### src/amo_pkg.sv
// package: register map, field layout, reset values for alarm/offset bank
package amo_pkg;
  localparam int          ADDR_W         = 7;
  localparam int          DATA_W         = 16;
  localparam logic [6:0]  ADDR_TEMP      = 7'h06;
  localparam logic [6:0]  ADDR_MASK      = 7'h07;
  localparam logic [6:0]  ADDR_OFFS_A    = 7'h08;
  localparam logic [6:0]  ADDR_OFFS_B    = 7'h09;
  localparam logic [15:0] RST_MASK       = 16'hFFFF;
  localparam logic [15:0] RST_OFFS_A     = 16'h0000;
  localparam logic [15:0] RST_OFFS_B     = 16'h8000;
  localparam logic [15:0] USED_ALARMS    = 16'hBFBC;
  localparam logic [15:0] MID_SCALE      = 16'h8000;
  localparam int          OFFS_W         = 13;
  localparam int          PRESET_LSB     = 13;
  localparam int          PRESET_W       = 3;
  localparam int          TEMP_LSB       = 8;
  localparam int          ALM_OUT_FORCED = 8;
  localparam int          ALM_ZERO_PTR   = 15;
  localparam logic [12:0] OFFS_ZERO      = 13'h0000;
  localparam logic [15:0] ZERO16         = 16'h0000;
endpackage : amo_pkg

### src/amo_alarm_gate.sv
// alarm status capture and mask gating toward the external alarm pin
module amo_alarm_gate
  import amo_pkg::*;
(
  input  wire logic        mclk,        // clock
  input  wire logic        rst_n,       // async reset, active low
  input  wire logic [15:0] alarm_src,   // raw alarm sources
  input  wire logic [15:0] mask,        // 1 = masked
  input  wire logic        clr_stb,     // clear recorded status
  output logic      [15:0] status,      // sticky recorded alarms
  output logic             alarm_out    // unmasked alarm summary
);
  logic [15:0] status_d;
  logic        alarm_d;
  // set wins over clear; masked alarms are still recorded
  assign status_d = ((clr_stb ? ZERO16 : status) | alarm_src) & USED_ALARMS;
  assign alarm_d  = |(status_d & ~mask);
  always_ff @(posedge mclk or negedge rst_n) begin
    if (!rst_n) begin
      status    <= ZERO16;
      alarm_out <= 1'b0;
    end else begin
      status    <= status_d;
      alarm_out <= alarm_d;
    end
  end
endmodule // amo_alarm_gate

### src/amo_regs.sv
// register bank: die temperature, alarm mask, A/B offset trim, ptr preset
// all registers sit on mclk; the temperature byte has no reset and
// simply follows the sensor one cycle late
module amo_regs
  import amo_pkg::*;
#(
  parameter int OFFS_BITS   = amo_pkg::OFFS_W,   // trim field width
  parameter int PRESET_BITS = amo_pkg::PRESET_W  // read-pointer preset width
)
(
  input  wire logic                     mclk,            // clock
  input  wire logic                     rst_n,           // async reset
  input  wire logic                     reg_wr,          // write strobe
  input  wire logic                     reg_rd,          // read strobe
  input  wire logic [amo_pkg::ADDR_W-1:0] reg_addr,      // register index
  input  wire logic [amo_pkg::DATA_W-1:0] reg_wdata,     // write data
  output logic      [amo_pkg::DATA_W-1:0] reg_rdata,     // read data
  input  wire logic [7:0]               temp_sensor,     // sensor code
  input  wire logic                     auto_sync_ena,   // from sync-enable
  input  wire logic                     fifo_sync,       // fifo sync pulse
  input  wire logic [7:0]               wr_ptr,          // fifo write ptr
  input  wire logic [15:0]              alarm_src,       // raw alarms
  input  wire logic                     alarm_clr,       // clear status
  input  wire logic [15:0]              chan_a_data,     // path A sample
  input  wire logic [15:0]              chan_b_data,     // path B sample
  output logic      [OFFS_BITS-1:0]     chan_a_offset_corr, // applied A
  output logic      [OFFS_BITS-1:0]     chan_b_offset_corr, // applied B
  output logic                          auto_sync_pulse, // auto-sync event
  output logic      [PRESET_BITS-1:0]   rd_ptr_load,     // preset to load
  output logic                          rd_ptr_load_stb, // load strobe
  output logic                          wr_ptr_stuck,    // ptr stuck flag
  output logic      [15:0]              alarm_status,    // recorded alarms
  output logic                          alarm_out,       // external alarm
  output logic      [15:0]              output_channel_a, // path A out
  output logic      [15:0]              output_channel_b  // path B out
);
  import amo_pkg::*;

  // ------------------------------------------------------------------
  // parameter check
  // ------------------------------------------------------------------
  // register 9 packs the preset above the B trim; wider fields would
  // overlap inside the one word
  if (OFFS_BITS < 1 || OFFS_BITS > PRESET_LSB || PRESET_BITS < 1 ||
      PRESET_LSB + PRESET_BITS > DATA_W) begin : g_width_check
    $error("offset or preset width does not fit the register word");
  end

  // ------------------------------------------------------------------
  // register storage
  // ------------------------------------------------------------------
  logic [DATA_W-1:0]      mask_q;
  logic [DATA_W-1:0]      offs_a_q;
  logic [DATA_W-1:0]      offs_b_q;
  logic [DATA_W-1:0]      temp_q;
  logic [DATA_W-1:0]      rdata_d;
  logic [OFFS_BITS-1:0]   corr_a_q;
  logic [OFFS_BITS-1:0]   corr_b_q;
  logic                   sync_q;
  logic                   stuck_q;
  logic                   load_q;
  logic [PRESET_BITS-1:0] load_val_q;
  logic [DATA_W-1:0]      out_a_q;
  logic [DATA_W-1:0]      out_b_q;
  logic [DATA_W-1:0]      src_all;

  // ------------------------------------------------------------------
  // write decode
  // ------------------------------------------------------------------
  wire wr_mask = reg_wr && (reg_addr == ADDR_MASK);
  wire wr_a    = reg_wr && (reg_addr == ADDR_OFFS_A);
  wire wr_b    = reg_wr && (reg_addr == ADDR_OFFS_B);
  wire do_sync = wr_a && auto_sync_ena;
  wire zero_wp = (wr_ptr == 8'h00);
  // sync wins: the pointer is reloaded on that edge, so it is not zero
  wire stuck_d = fifo_sync ? 1'b0 : (zero_wp || stuck_q);

  // trim field of a register word; used for the store and both applies
  function automatic logic [OFFS_BITS-1:0] offs_of(
    input logic [DATA_W-1:0] v
  );
    offs_of = v[OFFS_BITS-1:0];
  endfunction

  // stored A word: reserved upper bits read back as zero
  function automatic logic [DATA_W-1:0] offs_field(
    input logic [DATA_W-1:0] v
  );
    logic [DATA_W-1:0] f;
    f = ZERO16;
    f[OFFS_BITS-1:0] = offs_of(v);
    offs_field = f;
  endfunction

  always_ff @(posedge mclk or negedge rst_n) begin
    if (!rst_n) begin
      mask_q   <= RST_MASK;
      offs_a_q <= RST_OFFS_A;
      offs_b_q <= RST_OFFS_B;
    end else begin
      if (wr_mask) mask_q <= reg_wdata;
      if (wr_a) offs_a_q <= offs_field(reg_wdata);
      // register 9 keeps all 16 bits: the preset rides in the same word
      if (wr_b) offs_b_q <= reg_wdata;
    end
  end

  // sensor sample has no reset; it simply tracks the sensor
  always_ff @(posedge mclk) begin
    temp_q <= {temp_sensor, 8'h00};
  end

  // ------------------------------------------------------------------
  // offset apply: only auto-sync moves the applied pair, together
  // ------------------------------------------------------------------
  always_ff @(posedge mclk or negedge rst_n) begin
    if (!rst_n) begin
      corr_a_q <= OFFS_BITS'(OFFS_ZERO);
      corr_b_q <= OFFS_BITS'(OFFS_ZERO);
      sync_q   <= 1'b0;
    end else begin
      sync_q <= do_sync;
      if (do_sync) begin
        // A comes from the write itself so both land on one edge
        corr_a_q <= offs_of(reg_wdata);
        corr_b_q <= offs_of(offs_b_q);
      end
    end
  end

  // ------------------------------------------------------------------
  // fifo pointer preset and zero-pointer lock
  // ------------------------------------------------------------------
  always_ff @(posedge mclk or negedge rst_n) begin
    if (!rst_n) begin
      load_q     <= 1'b0;
      load_val_q <= RST_OFFS_B[PRESET_LSB +: PRESET_BITS];
      stuck_q    <= 1'b0;
    end else begin
      load_q     <= fifo_sync;
      load_val_q <= offs_b_q[PRESET_LSB +: PRESET_BITS];
      stuck_q    <= stuck_d;
    end
  end

  assign src_all = alarm_src | ({15'h0000, zero_wp} << ALM_ZERO_PTR);

  amo_alarm_gate u_gate (
    .mclk      (mclk),
    .rst_n     (rst_n),
    .alarm_src (src_all),
    .mask      (mask_q),
    .clr_stb   (alarm_clr),
    .status    (alarm_status),
    .alarm_out (alarm_out)
  );

  // ------------------------------------------------------------------
  // output path: mid-scale while the output-forced alarm stands
  // ------------------------------------------------------------------
  // forced follows the recorded status bit, so the outputs stay at
  // mid-scale until the alarm is cleared, not only while it is raw
  wire              forced  = alarm_status[ALM_OUT_FORCED];
  wire [DATA_W-1:0] out_a_d = forced ? MID_SCALE : chan_a_data;
  wire [DATA_W-1:0] out_b_d = forced ? MID_SCALE : chan_b_data;
  always_ff @(posedge mclk or negedge rst_n) begin
    if (!rst_n) begin
      out_a_q <= MID_SCALE;
      out_b_q <= MID_SCALE;
    end else begin
      out_a_q <= out_a_d;
      out_b_q <= out_b_d;
    end
  end

  // ------------------------------------------------------------------
  // read mux; unmapped indexes read zero
  // ------------------------------------------------------------------
  always_comb begin
    case (reg_addr)
      ADDR_TEMP:   rdata_d = temp_q;
      ADDR_MASK:   rdata_d = mask_q;
      ADDR_OFFS_A: rdata_d = offs_a_q;
      ADDR_OFFS_B: rdata_d = offs_b_q;
      default:     rdata_d = ZERO16;
    endcase
  end

  // read data holds between reads so a slow host can sample it late
  always_ff @(posedge mclk or negedge rst_n) begin
    if (!rst_n) reg_rdata <= ZERO16;
    else if (reg_rd) reg_rdata <= rdata_d;
  end

  assign chan_a_offset_corr = corr_a_q;
  assign chan_b_offset_corr = corr_b_q;
  assign auto_sync_pulse    = sync_q;
  assign rd_ptr_load        = load_val_q;
  assign rd_ptr_load_stb    = load_q;
  assign wr_ptr_stuck       = stuck_q;
  assign output_channel_a   = out_a_q;
  assign output_channel_b   = out_b_q;
endmodule // amo_regs

### config.mk
export PLATFORM = sky130hd
export DESIGN_NAME = amo_regs
export DESIGN_NICKNAME = d
export VERILOG_FILES = /design/src/amo_pkg.sv /design/src/amo_alarm_gate.sv /design/src/amo_regs.sv
export SDC_FILE = /design/constraint.sdc
export NUM_CORES = 1
export LEC_CHECK = 0
export ABC_AREA = 1
export BUFFER_PORTS_ARGS = -buffer_cell sky130_fd_sc_hd__buf_2
export CORE_MARGIN = 3
export CORE_UTILIZATION = 54
export DETAILED_ROUTE_END_ITERATION = 12
export PLACE_DENSITY_LB_ADDON = 0.1
export REMOVE_ABC_BUFFERS = 1
export SETUP_SLACK_MARGIN = 0.4
export SYNTH_ARGS = -nofsm -noshare
export SYNTH_HDL_FRONTEND = slang
export SYNTH_SLANG_ARGS = --single-unit
### constraint.sdc
create_clock -name mclk -period 2.4 [get_ports mclk]
set_clock_uncertainty 0.2 [all_clocks]
set_input_delay 0.36 -clock mclk [delete_from_list [all_inputs] [get_ports mclk]]
set_output_delay 0.36 -clock mclk [all_outputs]
set_load 0.02 [all_outputs]
# Yosys cells after proc, flatten, opt, wreduce, memory -nomap -nowiden
# Cells that the tools add are included.
[totals]
register_bits = 146
latchBits = 0
ramBits = 0
mem_bits_ro = 0
inputBits = 94
output_inout_bits = 97
elab_cells = 35
memories = 0
[classes]
addsub = 0
mul = 0
div = 0
n_lt_le_gt_ge = 0
eq_ne = 4
n_shift = 0
muxes = 5
bitwise_logic = 4
n_reduce_logical = 7
[op_table]
columns = ["op", "n"]
rows = [
  ["$pmux 16 s4", 1],
  ["$mux 16", 3],
  ["$or 16x16->16", 2],
  ["$and 16x16->16", 1],
  ["$not 16->16", 1],
  ["$reduce_or 16->1", 1],
  ["$eq 7x3->1 const B", 2],
  ["$eq 7x4->1 const B", 2],
  ["$logic_not 8->1", 1],
  ["$logic_and 1x1->1", 4],
  ["$logic_or 1x1->1", 1],
  ["$mux 1", 1],
]

# Logic depth before layout (Yosys ltp)
[logic_depth]
word_depth = 5
ltp_mapped = 9
mapped_depth_nobuf = 8

# Cells and area by module
# A second synthesis with hierarchy kept.
[hier_totals]
hier_cells = 639
area_unflattened_um2 = 5859.4
[by_module_without_submodules]
columns = ["mod", "instances", "cells_per_inst", "area_per_inst_um2", "seq_area_each_um2"]
rows = [
  ["amo_regs", 1, 549, 5181.2, 3313.2],
  ["amo_alarm_gate", 1, 90, 678.2, 325.3],
]

# Least setup slack after synthesis
# OpenSTA, ideal clock, no wires.
[synth_path]
kind = "in2reg"
from = "in reg_addr[5] (netlist bit)"
to = "reg corr_b_q[10] (netlist: chan_b_offset_corr[10])"
setup_ns = 0.116
arrival_ns = 1.235
required_time_ns = 2.084
path_slack_ns = 0.848
cell_stages = 9
path_buffers = 2
cell_sequence = "inv_1 nand2_1 nor2_4 and2_4 nand3_2 buf_6 buf_6 nand2_1 nand2_1"
[synth_between]
elab_chain_cells = 3
[synth_rtl]
columns = ["item", "line_no", "rtl"]
rows = [
  ["start: declaration", "amo_regs.sv:15", "input wire logic [amo_pkg::ADDR_W-1:0] reg_addr,"],
  ["$eq 7x4->1", "amo_regs.sv:71", "wire wr_a = reg_wr && (reg_addr == ADDR_OFFS_A);"],
  ["$logic_and 1x1->1", "amo_regs.sv:71", ""],
  ["$logic_and 1x1->1", "amo_regs.sv:73", "wire do_sync = wr_a && auto_sync_ena;"],
  ["end signal: assignment", "amo_regs.sv:119", "corr_b_q <= OFFS_BITS'(OFFS_ZERO);"],
  ["end signal: assignment", "amo_regs.sv:126", "corr_b_q <= offs_of(offs_b_q);"],
  ["end: declaration", "amo_regs.sv:58", "logic [OFFS_BITS-1:0] corr_b_q;"],
]
# Every way passes these cells.
# A chain may end at the register's enable or synchronous reset.

# Worst setup path after layout
[layout_path]
from = "in wr_ptr[2]"
to = "reg u_gate.alarm_out"
[layout_between]
elab_chain_cells = 5
[layout_rtl]
columns = ["item", "line_no", "rtl"]
rows = [
  ["start: declaration", "amo_regs.sv:21", "input wire logic [7:0] wr_ptr,"],
  ["$logic_not 8->1", "amo_regs.sv:74", "wire zero_wp = (wr_ptr == 8'h00);"],
  ["$or 16x16->16", "amo_regs.sv:146", "assign src_all = alarm_src | ({15'h0000, zero_wp} << ALM_ZERO_PTR);"],
  ["$or 16x16->16", "amo_alarm_gate.sv:16", "assign status_d = ((clr_stb ? ZERO16 : status) | alarm_src) & USED_ALARMS;"],
  ["named net u_gate.status_d[15]", "amo_alarm_gate.sv:13", "logic [15:0] status_d;"],
  ["$and 16x16->16", "amo_alarm_gate.sv:17", "assign alarm_d = |(status_d & ~mask);"],
  ["$reduce_or 16->1", "amo_alarm_gate.sv:17", ""],
  ["named net u_gate.alarm_d", "amo_alarm_gate.sv:14", "logic alarm_d;"],
  ["end signal: assignment", "amo_alarm_gate.sv:24", "alarm_out <= alarm_d;"],
  ["end: declaration", "amo_alarm_gate.sv:11", "output logic alarm_out"],
]
# The timed path passes the listed nets, and every way through them passes these cells.

==> impl_summary.md <==
Layout
The area of the multi-input gates is roughly 1600 um2. The number of nets at the end of the flow is 970. The repair_antennas step left the layout with diodes totalling 0. The final-layout fill cell count is about 630. The filler-free cell count of the finished design is between 1000 and 1500. The area taken by flip-flops and latches is approximately 3600 um2. Of the cells placed in the final design, the portion with a size suffix greater than 1 is 0.292. The final core utilization is 0.807.

The synthesis-to-layout area growth is 42.0%.

Floorplanning
The die outline width is ~110 um. After floorplanning, the core was sized to cover around 10000 um2. The overall die area is 11800 um2. The initial core utilization is 0.568. From bottom edge to top edge, the die measures 109 um. The count of standard-cell rows is 36.

191 I/O pins were placed.

Worst setup path
Of all nets on the critical path, the largest fanout is 2. The destination of the critical timing path is u_gate.alarm_out$_DFF_PN0_. The worst register-to-register path ends at u_gate.alarm_out$_DFF_PN0_. Data on the critical path is required at its endpoint by approximately 2.6 ns. The critical path startpoint is wr_ptr[2].

The number of cells on the worst reg-to-reg path is 4. The critical path is of the in2reg type. The element type at the critical path start is an input port.

The nature of the critical path endpoint is a flop. The worst register-to-register path begins at u_gate.status[15]$_DFF_PN0_. The slack of the worst reg-to-reg path is roughly 1.1 ns. The data arrival time of the worst path is around 2.1 ns.

Synthesis
Synthesis produced about 610 cells. During synthesis, Yosys emitted a total of 0 warnings. The library cell occupying the most area in the post-synthesis netlist is dfrtp_1. The dominant cell by count in the synthesized netlist is nand2_1. Among all flip-flop cells after synthesis, the most frequent one is dfrtp_1.

In the post-synthesis netlist, the biggest area contributors are dfrtp_1 (52%), nand2_1 (12%), dfstp_2 (9.2%). Of the post-synthesis cell area, the dominant cell type holds 0.520. The number of storage elements in the synthesis netlist is 146. After synthesis the cells add up to 5680 um2. The async set-or-reset flop fraction in the synthesized netlist is 0.945. The synthesized design contains 0 enable-type register cells. The commonest cells after synthesis are nand2_1 (183), dfrtp_1 (118), inv_1 (66). The post-synthesis area per instance is between 9 and 10 um2. In this run, distinct cell masters in the synthesized netlist total 25. The share of the yosys chip area belonging to registers is 0.640.

Clock tree
The level count of the clock H-tree is 4. The post-CTS clock slew at the launch and capture registers of the worst setup and hold paths is roughly 0.060 ns. Buffers inserted to repair hold after CTS numbered 74. The number of gates resized after CTS was 0.

TritonCTS built the clock tree. The post-CTS setup buffer count is 0. The cell sitting at the root of the clock tree is a clkbuf_8. The number of clock buffers added by TritonCTS is 17. The count of clock tree sinks is between 100 and 150. The clock passes through at most 2 buffers. The clock latency of the later-clocked register in the worst-skew pair is ~0.51 ns.

Routing
Before antenna repair, the detailed router went through 5 iterations. The count of nets left with antenna violations once routing finished came out at 0. After the first detailed-routing iteration, the DRC count stood at around 350.

The total via count in the routed design is 5157. The number of remaining DRC errors is 0. Wires add up to between 15 and 20 mm.

In the final routed layout, each cell accounts on average for between 15 and 20 um. The via count normalized by instance count is a little over 5.

Placement
During placement, the flow inserted port buffers numbering 182. Before CTS, the worst setup slack after placement is between 0.4 and 0.5 ns. Counting tap cells, the placed design contains a total of around 920 instances. Once detailed placement completed, the half-perimeter wirelength came to 9.55 mm.

The global placer's final weighted congestion is around 0.84.

GRT
The first global-routing pass estimated about 25 mm of wire. The via count of the first global-routing pass came to roughly 5300. The initial antenna violation count is 0.

The largest net degree at the start of global routing is 59. After global routing the overflow that remains totals 0. The overall routing resource usage is 0.283.

STA
Across all setup checks in the final design, the least slack found is around 0.50 ns. Measured against its own limit, the worst slew margin works out to 0.603. For the pin with the worst max-slew slack, the measured transition is 0.595 ns. Setup violations remaining at the end of the flow were counted as 0. The final hold violation count came to 0.

Of the available clock period, the critical path in the final layout requires 0.790. Setup repair after global routing left no endpoint under its margin. The clock period could shrink to 1.90 ns. The total negative setup slack is 0 ns. The total count of max-transition violations in the final report is 0. Static timing analysis puts the maximum clock frequency at around 0.53 GHz.

Run
Across the run, the number of max-cap violations was 0.

Power
IR analysis of the VDD net gives a maximum drop of 499 uV. The leakage power is 4.43 nW. In this run the power density over the cells is 726 nW/um2.

Outcome
The flow ran to the end, and the final reports show no timing, DRC or antenna violations.

Worst hold path
The path class of the tightest hold or removal check is in2reg.
cell usage in the layout, fill, tap and decap left out, types with 2 or more instances in the layout:
cell,instances
o21ai_0,54
conb_1,4
clkbuf_16,16
dfxtp_1,8
or2_2,3
nand2_2,2
a21o_1,10
nor2_1,40
clkinv_2,3
nor2_4,3
inv_2,2
buf_2,181
nand3_1,58
o21ai_1,10
inv_1,66
clkinvlp_4,4
dfrtp_1,118
dfstp_2,20
dlygate4sd3_1,74
bufinv_16,3
clkbuf_1,2
inv_6,2
nand2_1,183
buf_4,14
sequential cells by signal (all words and copies together) (netlist names):
name,flops
output_channel_a,16
output_channel_b,16
reg_rdata,16
chan_a_offset_corr,13
u_gate.alarm_out,1
offs_a_q,13
auto_sync_pulse,1
u_gate.status,12
rd_ptr_load,3
temp_q,8
chan_b_offset_corr,13
offs_b_q,16
wr_ptr_stuck,1
rd_ptr_load_stb,1
mask_q,16
where the power goes:
group | leakage (nW) | total [mW] | switching, mW | internal (mW)
Clock | 0.275 | 2.59 | 1.01 | 1.58
Sequential | 1.84 | 2.68 | 0.0708 | 2.61
Combinational | 2.31 | 0.582 | 0.334 | 0.248
Total | 4.43 | 5.85 | 1.41 | 4.44
worst min path at each step:
stage,start,endpoint,slack [ns],cells past startpoint
floorplan,rst_n,auto_sync_pulse$_DFF_PN0_,-0.14,0
global placement,rst_n,output_channel_a[11]$_DFF_PN0_,0.07,1
detailed placement,rst_n,output_channel_a[9]$_DFF_PN0_,0.08,1
CTS,wr_ptr[6],wr_ptr_stuck$_DFF_PN0_,0.004,6
global route,wr_ptr[3],wr_ptr_stuck$_DFF_PN0_,0.03,6
finish,wr_ptr[3],wr_ptr_stuck$_DFF_PN0_,0.04,6
per-stage QoR:
| stage | power [mW] | instance area (um2) | hold WS [ns] |
|---|---|---|---|
| 6_report | 5.85 | 8070 | 0.0387 |
| 5_1_grt | 6.08 | 8070 | 0.0296 |
| 4_1_cts | 5.87 | 8070 | 0.00440 |
| 3_5_place_dp | 3.20 | 6740 | 0.0807 |
| 3_3_place_gp | 3.17 | 6740 | 0.0739 |
| 2_1_floorplan | 2.94 | 5530 | -0.136 |
critical path: stages:
cell and delay, ns:
dlygate4sd3_1 0.52, buf_2 0.10, nor2_1 0.03, dlygate4sd3_1 0.54
nand2_1 0.07, nor2_1 0.05, or2_2 0.29, nand2_1 0.06
nand3_1 0.07
cells by family after synthesis:
family | share of synthesized area
compound gates | 0.0705
simple gates | 0.215
buf+inv | 0.0731
other cells | 0.000660
flops | 0.640
metal layers:
| metal | part of all wire | track usage |
|---|---|---|
| met5 | 0 | 0 |
| met4 | 0.024 | 0.113 |
| met3 | 0.069 | 0.0710 |
| met2 | 0.51 | 0.484 |
| met1 | 0.39 | 0.344 |
final cells by class:
cell class              instances  share of cell area
inverters                      68              0.0316
well taps                     133              0.0206
repair buffers                271               0.221
clock buffers                  19              0.0523
multi-input cells             372               0.203
flip-flops and latches        146               0.451
clock inverters                13              0.0200
Power figures use the tool's default switching activity.
